--- src/hdl/dbgtp_defines.svh ---
// Timing, reset and exception constants for the debug and test pin logic.
// Assumes inclusion by bare name from the design file.
`ifndef DBGTP_DEFINES_SVH
`define DBGTP_DEFINES_SVH

// Reset assertion synchroniser depth in input clocks
`define DBGTP_RST_SYNC_STAGES 2
// Reset values
`define DBGTP_BREF_CLK_RST 1'h1
`define DBGTP_FLOAT_LATCH_RST 1'h0
// Exception code for the breakpoint trap
`define DBGTP_EXC_BREAK 5'h09

`endif

--- src/hdl/dbgtp_pkg.sv ---
// Types for the debug and test pin logic.
// Assumes nothing beyond the defines header.
package dbgtp_pkg;
	typedef enum logic [1:0] {
		DBGTP_IDLE,
		DBGTP_RD_ADDR,
		DBGTP_RD_DATA,
		DBGTP_WRITE
	} dbgtp_phase_e;
endpackage : dbgtp_pkg

--- src/hdl/dbgtp_pins.sv ---
// Debug and test pin logic: output float, bus clock phase set, access kind pin, break trap.
// Assumes core transaction strobes on core_clk; float request and reset pin are asynchronous.
`timescale 1ns/1ps
`include "dbgtp_defines.svh"
`default_nettype none

// Overview of operation
// - Active-low float request releases every output pin of the device.
// - Float also releases bus reference clock, timer terminal count and bus grant.
// - Once floated, outputs stay released until a reset has been applied.
// - Reset pin falling edge is synchronised to the input clock within two clocks.
// - Synchronised reset assertion drives bus reference clock high in the next phase.
// - Bus reference clock keeps toggling through reset after that forced-high phase while the input clock runs.
// - In read address phase access kind is high for cache miss, low uncacheable.
// - After the address phase access kind is high for instruction, low for data.
// - Executing the breakpoint instruction raises an exception.
module dbgtp_pins (
	// Clock and pin-level reset
	input wire logic core_clk,
	input wire logic rst_b,
	// Tester float request
	input wire logic output_float_request_n,
	// Core bus activity
	input wire logic rd_start,
	input wire logic rd_cache_miss,
	input wire logic rd_instr,
	input wire logic wr_start,
	input wire logic xfer_done,
	input wire logic dma_hold,
	// Core timer, grant and instruction decode
	input wire logic timer_count_hit,
	input wire logic bus_grant,
	input wire logic break_exec,
	// Pin outputs with enables, enable low while driving
	output logic bus_reference_clock_out,
	output logic bus_reference_clock_oe_n,
	output logic timer_terminal_count_out,
	output logic timer_terminal_count_oe_n,
	output logic bus_grant_out,
	output logic bus_grant_oe_n,
	output logic access_kind_out,
	output logic access_kind_oe_n,
	output logic bus_pins_oe_n,
	// Core side
	output logic core_reset_n,
	output logic break_exception,
	output logic [4:0] exception_code
);
	logic [`DBGTP_RST_SYNC_STAGES-1:0] rst_sync_reg;
	logic [1:0] float_sync_reg;
	logic float_latch_reg;
	logic bref_clk_reg;
	logic tc_reg;
	logic grant_reg;
	logic kind_reg;
	logic core_rst_n_reg;
	logic brk_reg;
	logic [4:0] exc_reg;
	logic floated_reg;
	logic dma_float_reg;
	dbgtp_pkg::dbgtp_phase_e phase_reg;
	dbgtp_pkg::dbgtp_phase_e phase_next;

	// Reset seen internally; the pin itself only feeds the synchroniser
	wire int_rst = ~rst_sync_reg[`DBGTP_RST_SYNC_STAGES-1];
	wire float_req = ~float_sync_reg[1];
	wire floated_next = float_latch_reg | float_req;
	wire kind_next = (phase_next == dbgtp_pkg::DBGTP_RD_ADDR) ? rd_cache_miss :
		(phase_next == dbgtp_pkg::DBGTP_RD_DATA) ? rd_instr : kind_reg;

	always_comb begin
		phase_next = phase_reg;
		case (phase_reg)
			dbgtp_pkg::DBGTP_IDLE: begin
				if (rd_start)
					phase_next = dbgtp_pkg::DBGTP_RD_ADDR;
				else if (wr_start)
					phase_next = dbgtp_pkg::DBGTP_WRITE;
			end
			dbgtp_pkg::DBGTP_RD_ADDR: begin
				phase_next = xfer_done ? dbgtp_pkg::DBGTP_IDLE : dbgtp_pkg::DBGTP_RD_DATA;
			end
			dbgtp_pkg::DBGTP_RD_DATA, dbgtp_pkg::DBGTP_WRITE: begin
				if (xfer_done)
					phase_next = dbgtp_pkg::DBGTP_IDLE;
			end
			default: begin
				phase_next = dbgtp_pkg::DBGTP_IDLE;
			end
		endcase
	end

	// Two-stage synchronisers; the pin reset does not gate these flops
	always_ff @(posedge core_clk) begin
		rst_sync_reg <= {rst_sync_reg[`DBGTP_RST_SYNC_STAGES-2:0], rst_b};
		float_sync_reg <= {float_sync_reg[0], output_float_request_n};
	end

	// Bus reference clock: forced high on reset take-over, free running otherwise
	// An unknown reset history falls to the set branch, so the phase is known after power-up
	always_ff @(posedge core_clk) begin
		if (!int_rst || !core_rst_n_reg)
			bref_clk_reg <= ~bref_clk_reg;
		else
			bref_clk_reg <= `DBGTP_BREF_CLK_RST;
		core_rst_n_reg <= ~int_rst;
	end

	always_ff @(posedge core_clk) begin
		if (int_rst) begin
			float_latch_reg <= `DBGTP_FLOAT_LATCH_RST;
			floated_reg <= 1'b0;
			dma_float_reg <= 1'b0;
			phase_reg <= dbgtp_pkg::DBGTP_IDLE;
			kind_reg <= 1'b0;
			tc_reg <= 1'b0;
			grant_reg <= 1'b0;
			brk_reg <= 1'b0;
			exc_reg <= 5'h00;
		end else begin
			float_latch_reg <= floated_next;
			floated_reg <= floated_next;
			dma_float_reg <= floated_next | dma_hold;
			phase_reg <= phase_next;
			kind_reg <= kind_next;
			tc_reg <= timer_count_hit;
			grant_reg <= bus_grant;
			brk_reg <= break_exec;
			exc_reg <= break_exec ? `DBGTP_EXC_BREAK : exc_reg;
		end
	end

	assign bus_reference_clock_out = bref_clk_reg;
	assign bus_reference_clock_oe_n = floated_reg;
	assign timer_terminal_count_out = tc_reg;
	assign timer_terminal_count_oe_n = floated_reg;
	assign bus_grant_out = grant_reg;
	assign bus_grant_oe_n = floated_reg;
	assign access_kind_out = kind_reg;
	assign access_kind_oe_n = dma_float_reg;
	assign bus_pins_oe_n = dma_float_reg;
	assign core_reset_n = core_rst_n_reg;
	assign break_exception = brk_reg;
	assign exception_code = exc_reg;

	property p_float_holds;
		@(posedge core_clk) disable iff (int_rst)
		floated_reg |=> floated_reg;
	endproperty
	a_float_holds: assert property (p_float_holds) else $error("float released without reset");

	property p_float_all;
		@(posedge core_clk) disable iff (int_rst)
		floated_reg |-> (bus_reference_clock_oe_n && timer_terminal_count_oe_n && bus_grant_oe_n &&
			bus_pins_oe_n && access_kind_oe_n);
	endproperty
	a_float_all: assert property (p_float_all) else $error("output still driven under float");

	property p_float_enter;
		@(posedge core_clk) disable iff (int_rst)
		float_req |=> floated_reg;
	endproperty
	a_float_enter: assert property (p_float_enter) else $error("float request not honoured");

	property p_rst_sync;
		@(posedge core_clk)
		$fell(rst_b) |-> ##[1:2] int_rst;
	endproperty
	a_rst_sync: assert property (p_rst_sync) else $error("reset not synchronised in two clocks");

	property p_clk_high;
		@(posedge core_clk)
		$rose(int_rst) |=> bref_clk_reg;
	endproperty
	a_clk_high: assert property (p_clk_high) else $error("bus clock not high after reset");

	property p_clk_runs;
		@(posedge core_clk)
		(int_rst && $past(int_rst) && !core_rst_n_reg) |=> (bref_clk_reg != $past(bref_clk_reg));
	endproperty
	a_clk_runs: assert property (p_clk_runs) else $error("bus clock stopped in reset");

	property p_kind_addr;
		@(posedge core_clk) disable iff (int_rst)
		(phase_reg == dbgtp_pkg::DBGTP_IDLE && rd_start) |=> (access_kind_out == $past(rd_cache_miss));
	endproperty
	a_kind_addr: assert property (p_kind_addr) else $error("address phase kind wrong");

	property p_kind_data;
		@(posedge core_clk) disable iff (int_rst)
		(phase_reg == dbgtp_pkg::DBGTP_RD_ADDR && !xfer_done) |=> (access_kind_out == $past(rd_instr));
	endproperty
	a_kind_data: assert property (p_kind_data) else $error("data phase kind wrong");

	property p_break;
		@(posedge core_clk) disable iff (int_rst)
		break_exec |=> (break_exception && exception_code == `DBGTP_EXC_BREAK);
	endproperty
	a_break: assert property (p_break) else $error("break did not trap");

	property p_break_clears;
		@(posedge core_clk) disable iff (int_rst)
		!break_exec |=> !break_exception;
	endproperty
	a_break_clears: assert property (p_break_clears) else $error("break trap without break");

	property p_dma_float;
		@(posedge core_clk) disable iff (int_rst)
		dma_hold |=> (bus_pins_oe_n && access_kind_oe_n);
	endproperty
	a_dma_float: assert property (p_dma_float) else $error("bus pins driven during dma");

	property p_dma_drives_rest;
		@(posedge core_clk) disable iff (int_rst)
		(dma_hold && !floated_reg && !float_req) |=> !(bus_reference_clock_oe_n || timer_terminal_count_oe_n || bus_grant_oe_n);
	endproperty
	a_dma_drives_rest: assert property (p_dma_drives_rest) else $error("clock, count or grant released by dma");

	property p_reset_drives;
		@(posedge core_clk)
		int_rst |=> !(bus_pins_oe_n || access_kind_oe_n || bus_reference_clock_oe_n);
	endproperty
	a_reset_drives: assert property (p_reset_drives) else $error("float not cleared by reset");

	property p_core_rst;
		@(posedge core_clk)
		int_rst |=> !core_reset_n;
	endproperty
	a_core_rst: assert property (p_core_rst) else $error("core reset not asserted");

	property p_kind_write;
		@(posedge core_clk) disable iff (int_rst)
		(phase_reg == dbgtp_pkg::DBGTP_WRITE) |=> $stable(access_kind_out);
	endproperty
	a_kind_write: assert property (p_kind_write) else $error("kind pin moved during write");
endmodule : dbgtp_pins

`default_nettype wire

--- config.mk ---
export PLATFORM = sky130hd
export DESIGN_NAME = dbgtp_pins
export DESIGN_NICKNAME = d
export VERILOG_FILES = /design/src/hdl/dbgtp_pkg.sv /design/src/hdl/dbgtp_pins.sv
export VERILOG_INCLUDE_DIRS = /design/src /design/src/hdl
export SDC_FILE = /design/constraint.sdc
export NUM_CORES = 1
export LEC_CHECK = 0
export BUFFER_PORTS_ARGS = -buffer_cell sky130_fd_sc_hd__buf_4
export CAP_MARGIN = 20
export CORE_AREA = 2 2 39 41
export DETAILED_ROUTE_END_ITERATION = 6
export DIE_AREA = 0 0 41 43
export PLACE_DENSITY = 0.73
export SLEW_MARGIN = 30
export SYNTH_ARGS = -nofsm -noshare
export SYNTH_HDL_FRONTEND = slang
export SYNTH_SLANG_ARGS = --single-unit
--- constraint.sdc ---
create_clock -name core_clk -period 1.7 [get_ports core_clk]
set_clock_uncertainty 0.1 [all_clocks]
set_input_delay 0.17 -clock core_clk [delete_from_list [all_inputs] [get_ports core_clk]]
set_output_delay 0.17 -clock core_clk [all_outputs]
set_load 0.01 [all_outputs]
==> reports/metrics.yaml, run 1 <==
status:
  status: "complete, no violations"
clock_tree:
  cts.clk_slew.worst_paths_ns: 0.08
  cts_resized: 0
  root_buffer: "clkbuf_4"
  clk_path_buf_depth: 2
  cts_tree: "built"
  clock_latency_ns: 0.28
  cts_buffers: 3
  htreeDepth: 1
  numClockSinks: 15
pwr:
  netSwitchingFraction_pct: 24.5
  p_sw_uw: 177
  combPwrFrac_pct: 17.8
  p_per_area_nw_per_um2: 966
  clkPwrFrac_pct: 27.3
  max-vdd-ir-drop_v: 0.000609
  p_leak_uw: 0.000355
  seqPwrFrac_pct: 54.9
  p_int_uw: 544
die:
  die_w_um: 41
  die_h_um: 43
  die_area_um2: 1760
  core_um2: 1380
  rows: 14
  ios: 28
  initial_core_util_pct: 37.4
detailed_routing:
  drc: 0
  drt-initial-drc-count: 7
  wl_um: 923
  ant_nets: 0
  wl_per_cell_um: 10.3
  dr.pass1.iters: 2
  num_vias: 386
  vias_per_cell: 4.29
place:
  dpl.hpwl_um: 657
  place.gp.congestion: 0.571
  place_ws_ns: 0.255
  dpl.cell_count: 81
  port_buffers: 24
  place_area_um2: 668
logic_synthesis:
  synth.area.top_cells: "dfxtp_1, buf_4, and2_1, o21a_1, nor4b_2"
  yosysWarnings: 0
  syn_avg_cell_area_um2: 11.0
  ys_seq_area_share_pct: 58.0
  yosys.area.top_type_share_pct: 58.0
  synth_top_area_cell: "dfxtp_1"
  syn-cell-area_um2: 518
  ys_seq_elements: 15
  syn_inst: 47
  ys_types: 17
global_route:
  grt_util_all_layers_pct: 12.8
  overflow: 0
  first_global_vias: 367
  grt_max_degree: 12
  antenna_found_initial: 0
  grt_pass1_wl_mm: 1.44
layout:
  drive_above_1_share_pct: 40.5
  final_area_um2: 746
  nNetsFinal: 88
  fillers: 127
  num_antenna_cells: 0
  area_growth_pct: 44.0
  final_common_cell: "buf_4"
  layout_common_cells: "buf_4, dfxtp_1, and2_1, dlygate4sd3_1"
  fin_cells: 90
sta:
  final_hold_viol_count: 0
  timing.setup.tns_ns: 0
  slew_viol_final: 0
  setup_viol: 0
  rsz0062_at_grt: "no"
  layout_worst_path_cycle_share_pct: 84.7
  finalWorstSetupSlack_ns: 0.260
  fmax_mhz: 695
  min_period_ns: 1.44
hold_path:
  hold_start: "bus_grant"
  min_to: "bus_grant_out$_SDFF_PN0_"
  hp-class: "input port to flip-flop"
  holdPathStages: 2
run:
  drv_cap: 0
critical_path:
  timing.rr.end: "access_kind_out$_SDFFE_PN0P_"
  startpoint_type: "flip-flop"
  arrival_ns: 1.52
  reg2reg_setup_slack_ns: 0.26
  crit_fanout: 3
  required_ns: 1.78
  critPathKind: "flip-flop to flip-flop"
  worstSetupEndpointType: "flip-flop"
  rr_startpoint: "phase_reg[0]$_SDFF_PN0_"
  worstRegToRegCells: 6
==> kinds of logic (layout without fill, tap and decap cells) <==
group | count (synthesis) | in the layout | share of synthesized area, %
AO/OA/AOI/OAI | 7 | 7 | 10.1
adder cells (fa/ha/maj) | 1 | 1 | 2.42
buffers and inverters | 10 | 35 | 12.6
flip-flops | 15 | 15 | 58.0
multiplexers | 1 | 1 | 1.93
other | 1 | 3 | 0.724
AND/OR/NAND/NOR | 12 | 12 | 14.3
==> worst max path at each step <==
stage                                  from  slack [ns]  depth (start not counted)                      endpoint
floorplan           phase_reg[0]$_SDFF_PN0_        0.35                          6  access_kind_out$_SDFFE_PN0P_
global placement    phase_reg[0]$_SDFF_PN0_        0.31                          6  access_kind_out$_SDFFE_PN0P_
detailed placement  phase_reg[0]$_SDFF_PN0_        0.26                          6  access_kind_out$_SDFFE_PN0P_
CTS                 phase_reg[0]$_SDFF_PN0_        0.24                          6  access_kind_out$_SDFFE_PN0P_
global route        phase_reg[0]$_SDFF_PN0_        0.18                          6  access_kind_out$_SDFFE_PN0P_
finish              phase_reg[0]$_SDFF_PN0_        0.26                          6  access_kind_out$_SDFFE_PN0P_
==> power groups by stage <==
| stage | clock network (uW) | registers [uW] | logic, uW |
|---|---|---|---|
| 4_1_cts | 199 | 396 | 128 |
| 3_5_place_dp | 0 | 404 | 120 |
| 2_1_floorplan | 0 | 408 | 64.8 |
| 6_report | 196 | 396 | 128 |
| 5_1_grt | 223 | 401 | 141 |
| 3_3_place_gp | 0 | 403 | 117 |
==> through the flow <==
| step | hold WS [ns] | total power [uW] | util [%] |
|---|---|---|---|
| 2_1_floorplan | 0.0977 | 473 | - |
| 3_3_place_gp | 0.175 | 520 | 48.3 |
| 3_5_place_dp | 0.176 | 524 | 48.3 |
| 4_1_cts | 0.00694 | 723 | 53.2 |
| 5_1_grt | 0.0255 | 765 | 53.9 |
| 6_report | 0.0165 | 721 | 53.9 |
==> layer usage <==
metal | share of wire, % | up-vias | GRT usage, %
met5 | 0 | - | 0
met4 | 1.1 | 0 | 6.00
met3 | 11 | 2 | 7.85
met2 | 51 | 18 | 17.8
met1 | 37 | 172 | 15.0
li1 | - | 194 | -
==> final cells by class <==
| class | count | area, um^2 | share of cell area (%) |
|---|---|---|---|
| clock buffers | 3 | 22.5 | 3.02 |
| clock inverters | 1 | 5.00 | 0.671 |
| inverters | 2 | 7.51 | 1.01 |
| multi-input cells | 24 | 160 | 21.5 |
| flip-flops and latches | 15 | 300 | 40.3 |
| well taps | 16 | 20.0 | 2.68 |
| repair buffers | 29 | 230 | 30.9 |
==> repair_timing <==
item	4_1_cts	5_1_grt
hold endpoints to repair	4	1
buffers inserted	0	0
hold buffers	4	1
==> synthesized netlist by cell type <==
library cell and count:
a21oi_1 1, and2_1 5, buf_2 1, buf_4 7
conb_1 1, dfxtp_1 15, ha_1 1, inv_1 2
mux2i_1 1, nand2_1 1, nand2b_1 1, nor2_1 3
nor4b_2 1, o21a_1 3, o21ai_0 2, o2bb2ai_2 1
or2_1 1
==> critical path, cell delays in order (launching register included) <==
cell     delay [ns]
dfxtp_1        0.34
nor4b_2        0.31
nor2_1         0.07
ha_1           0.27
inv_1          0.04
o21ai_0        0.15
a21oi_1        0.05
(Power assumes the default switching activity.)
==> run 2: changes to the inputs <==
==> constraint.sdc (replaced) <==
create_clock -name core_clk -period 1.35 [get_ports core_clk]
set_clock_uncertainty 0.1 [all_clocks]
set_input_delay 0.135 -clock core_clk [delete_from_list [all_inputs] [get_ports core_clk]]
set_output_delay 0.135 -clock core_clk [all_outputs]
set_load 0.01 [all_outputs]
==> reports/metrics.yaml, run 2 (synthesized netlist as in run 1, its figures left out) <==
status:
  status: "complete, but fails checks"
  failed_checks: "negative setup slack"
detailed_routing:
  highest_layer: "met3"
  drt-initial-drc-count: 1  # -6
  met3_length_um: 67  # -36%
  vias_per_cell: 4.27  # -0.40%
  wl_met2_um: 507  # +8.1%
  ant_nets: 0  # unchanged
  wl_per_cell_um: 10.3  # +0.90%
  num_vias: 393  # +1.8%
  wl_um: 952  # +3.1%
  drc: 0  # unchanged
  dr.pass1.iters: 2  # unchanged
  wl_met1_um: 377  # +12%
die:
  initial_core_util_pct: 37.4  # unchanged
  die_w_um: 41  # unchanged
  die_h_um: 43  # unchanged
  rows: 14  # unchanged
  die_area_um2: 1760  # unchanged
  core_um2: 1380  # unchanged
  ios: 28  # unchanged
layout:
  layout_common_cells: "buf_4, dfxtp_1, dlygate4sd3_1, and2_1"
  drive_above_1_share_pct: 46.1  # +5.5 points
  num_antenna_cells: 0  # unchanged
  nNetsFinal: 90  # +2.3%
  fin_cells: 92  # +2.2%
  area_growth_pct: 51.0
  final_common_cell: "buf_4"
critical_path:
  startpoint_type: "flip-flop"
  worstSetupEndpointType: "flip-flop"
  crit_start: "phase_reg[1]$_SDFF_PN0_"
  timing.rr.end: "access_kind_out$_SDFFE_PN0P_"
  slowest_stage: "dfxtp_4"
  required_ns: 1.46  # -0.32 ns
  critPathKind: "flip-flop to flip-flop"
  endpoint: "access_kind_out$_SDFFE_PN0P_"
  max_stage_delay_ns: 0.37  # +0.03 ns
  crit_fanout: 3  # unchanged
  reg2reg_setup_slack_ns: -0.04  # -0.30 ns
  arrival_ns: 1.50  # -0.02 ns
  path_cells: "nor4b_4, nor2_1, ha_1, inv_2, o21ai_2, a21oi_1"
  rr_startpoint: "phase_reg[1]$_SDFF_PN0_"
  worstRegToRegCells: 6  # unchanged
pwr:
  power_uw: 924  # +28%
  p_sw_uw: 229  # +30%
  p_int_uw: 695  # +28%
  max-vdd-ir-drop_v: 0.000752  # +23%
  p_leak_uw: 0.000370  # +4.3%
  seqPwrFrac_pct: 54.5  # -0.4 points
  clkPwrFrac_pct: 26.1  # -1.2 points
  netSwitchingFraction_pct: 24.8  # +0.27 points
  p_per_area_nw_per_um2: 1180  # +22%
  combPwrFrac_pct: 19.4  # +1.6 points
clock_tree:
  root_buffer: "clkbuf_4"
  cts.clk_slew.worst_paths_ns: 0.08  # about the same
  cts_buffers: 3  # unchanged
  cts_tree: "built"
  clk_path_buf_depth: 2  # unchanged
  numClockSinks: 15  # unchanged
  htreeDepth: 1  # unchanged
  clock_latency_ns: 0.27  # about the same
run:
  drv_cap: 0  # unchanged
sta:
  finalWorstSetupSlack_ns: -0.0440  # -0.304 ns
  final_hold_viol_count: 0  # unchanged
  slew_viol_final: 0  # unchanged
  fmax_mhz: 717  # +3.3%
  min_period_ns: 1.39  # -0.0456 ns
  layout_worst_path_cycle_share_pct: 103  # +19 points
  setup_viol: 1  # +1
  rsz0062_at_grt: "yes"
global_route:
  grt_util_all_layers_pct: 13.0  # +0.20 points
  antenna_found_initial: 0  # unchanged
  first_global_vias: 383  # +4.4%
  grt_max_degree: 12  # unchanged
  grt_pass1_wl_mm: 1.50  # +3.8%
  overflow: 0  # unchanged
place:
  dpl.hpwl_um: 638  # -3.0%
  dpl.cell_count: 81  # unchanged
  port_buffers: 24  # unchanged
  place.gp.congestion: 0.577  # +1.1%
hold_path:
  hold_start: "rd_instr"
  hp-class: "input port to flip-flop"
-- run 2: area by class of cell --
cell class	instances	area, um^2
multi-input cells	24	175
well taps	16	20.0
flip-flops and latches	15	304
clock inverters	1	5.00
repair buffers	31	248
inverters	2	7.51
clock buffers	3	22.5
fillers	137	602
-- run 2: worst min-delay path by stage --
| stage | endpoint | slack [ns] | depth (start not counted) |
|---|---|---|---|
| after floorplan | float_sync_reg[0]$_DFF_P_ | 0.06 | 0 |
| after global placement | rst_sync_reg[0]$_DFF_P_ | 0.14 | 1 |
| after detailed placement | rst_sync_reg[0]$_DFF_P_ | 0.14 | 1 |
| after CTS | access_kind_out$_SDFFE_PN0P_ | 0.05 | 3 |
| after global routing | access_kind_out$_SDFFE_PN0P_ | 0.09 | 3 |
| final | access_kind_out$_SDFFE_PN0P_ | 0.05 | 3 |
-- run 2: power groups by stage --
stage	Sequential, uW	Clock, uW	Combinational, uW
global placement	507	0	147
CTS	500	254	170
finish	504	242	179
global route	510	277	196
detailed placement	509	0	152
floorplan	514	0	81.6
-- run 2: layer usage --
metal	vias to the layer above	GRT usage [%]
met5	-	0
met4	0	6.00
met3	0	6.28
met2	14	20.6
met1	180	13.7
li1	199	-
-- run 2: timing repair --
| action | in CTS | in global routing |
|---|---|---|
| hold endpoints to repair | 7 | 0 |
| pin swaps | 2 | 3 |
| resized for setup | 2 | 5 |
| buffers inserted | 1 | 0 |
| hold buffers | 6 | 0 |
| endpoints found under the setup margin | 1 | 1 |
-- run 2: worst max-delay path: cells and delay by family (launching register included) --
family                     cells  cell delay (ns)
DFF                            1             0.37
and+or+nand+nor                2             0.34
adders and majority gates      1             0.30
AOI/OAI and AO/OA              2             0.15
buffers and inverters          1             0.07
-- run 2: metrics by stage --
stage	area [um^2]	setup WS (ns)	utilization, %	hold WS (ns)	setup TNS (ns)
2_1_floorplan	526	0.0177	-	0.0627	0
3_3_place_gp	668	-0.0142	48.3	0.140	-0.0142
5_1_grt	782	-0.168	56.5	0.0901	-0.168
3_5_place_dp	668	-0.0635	48.3	0.141	-0.0635
4_1_cts	764	-0.0597	55.2	0.0455	-0.0597
6_report	782	-0.0440	56.5	0.0544	-0.0440
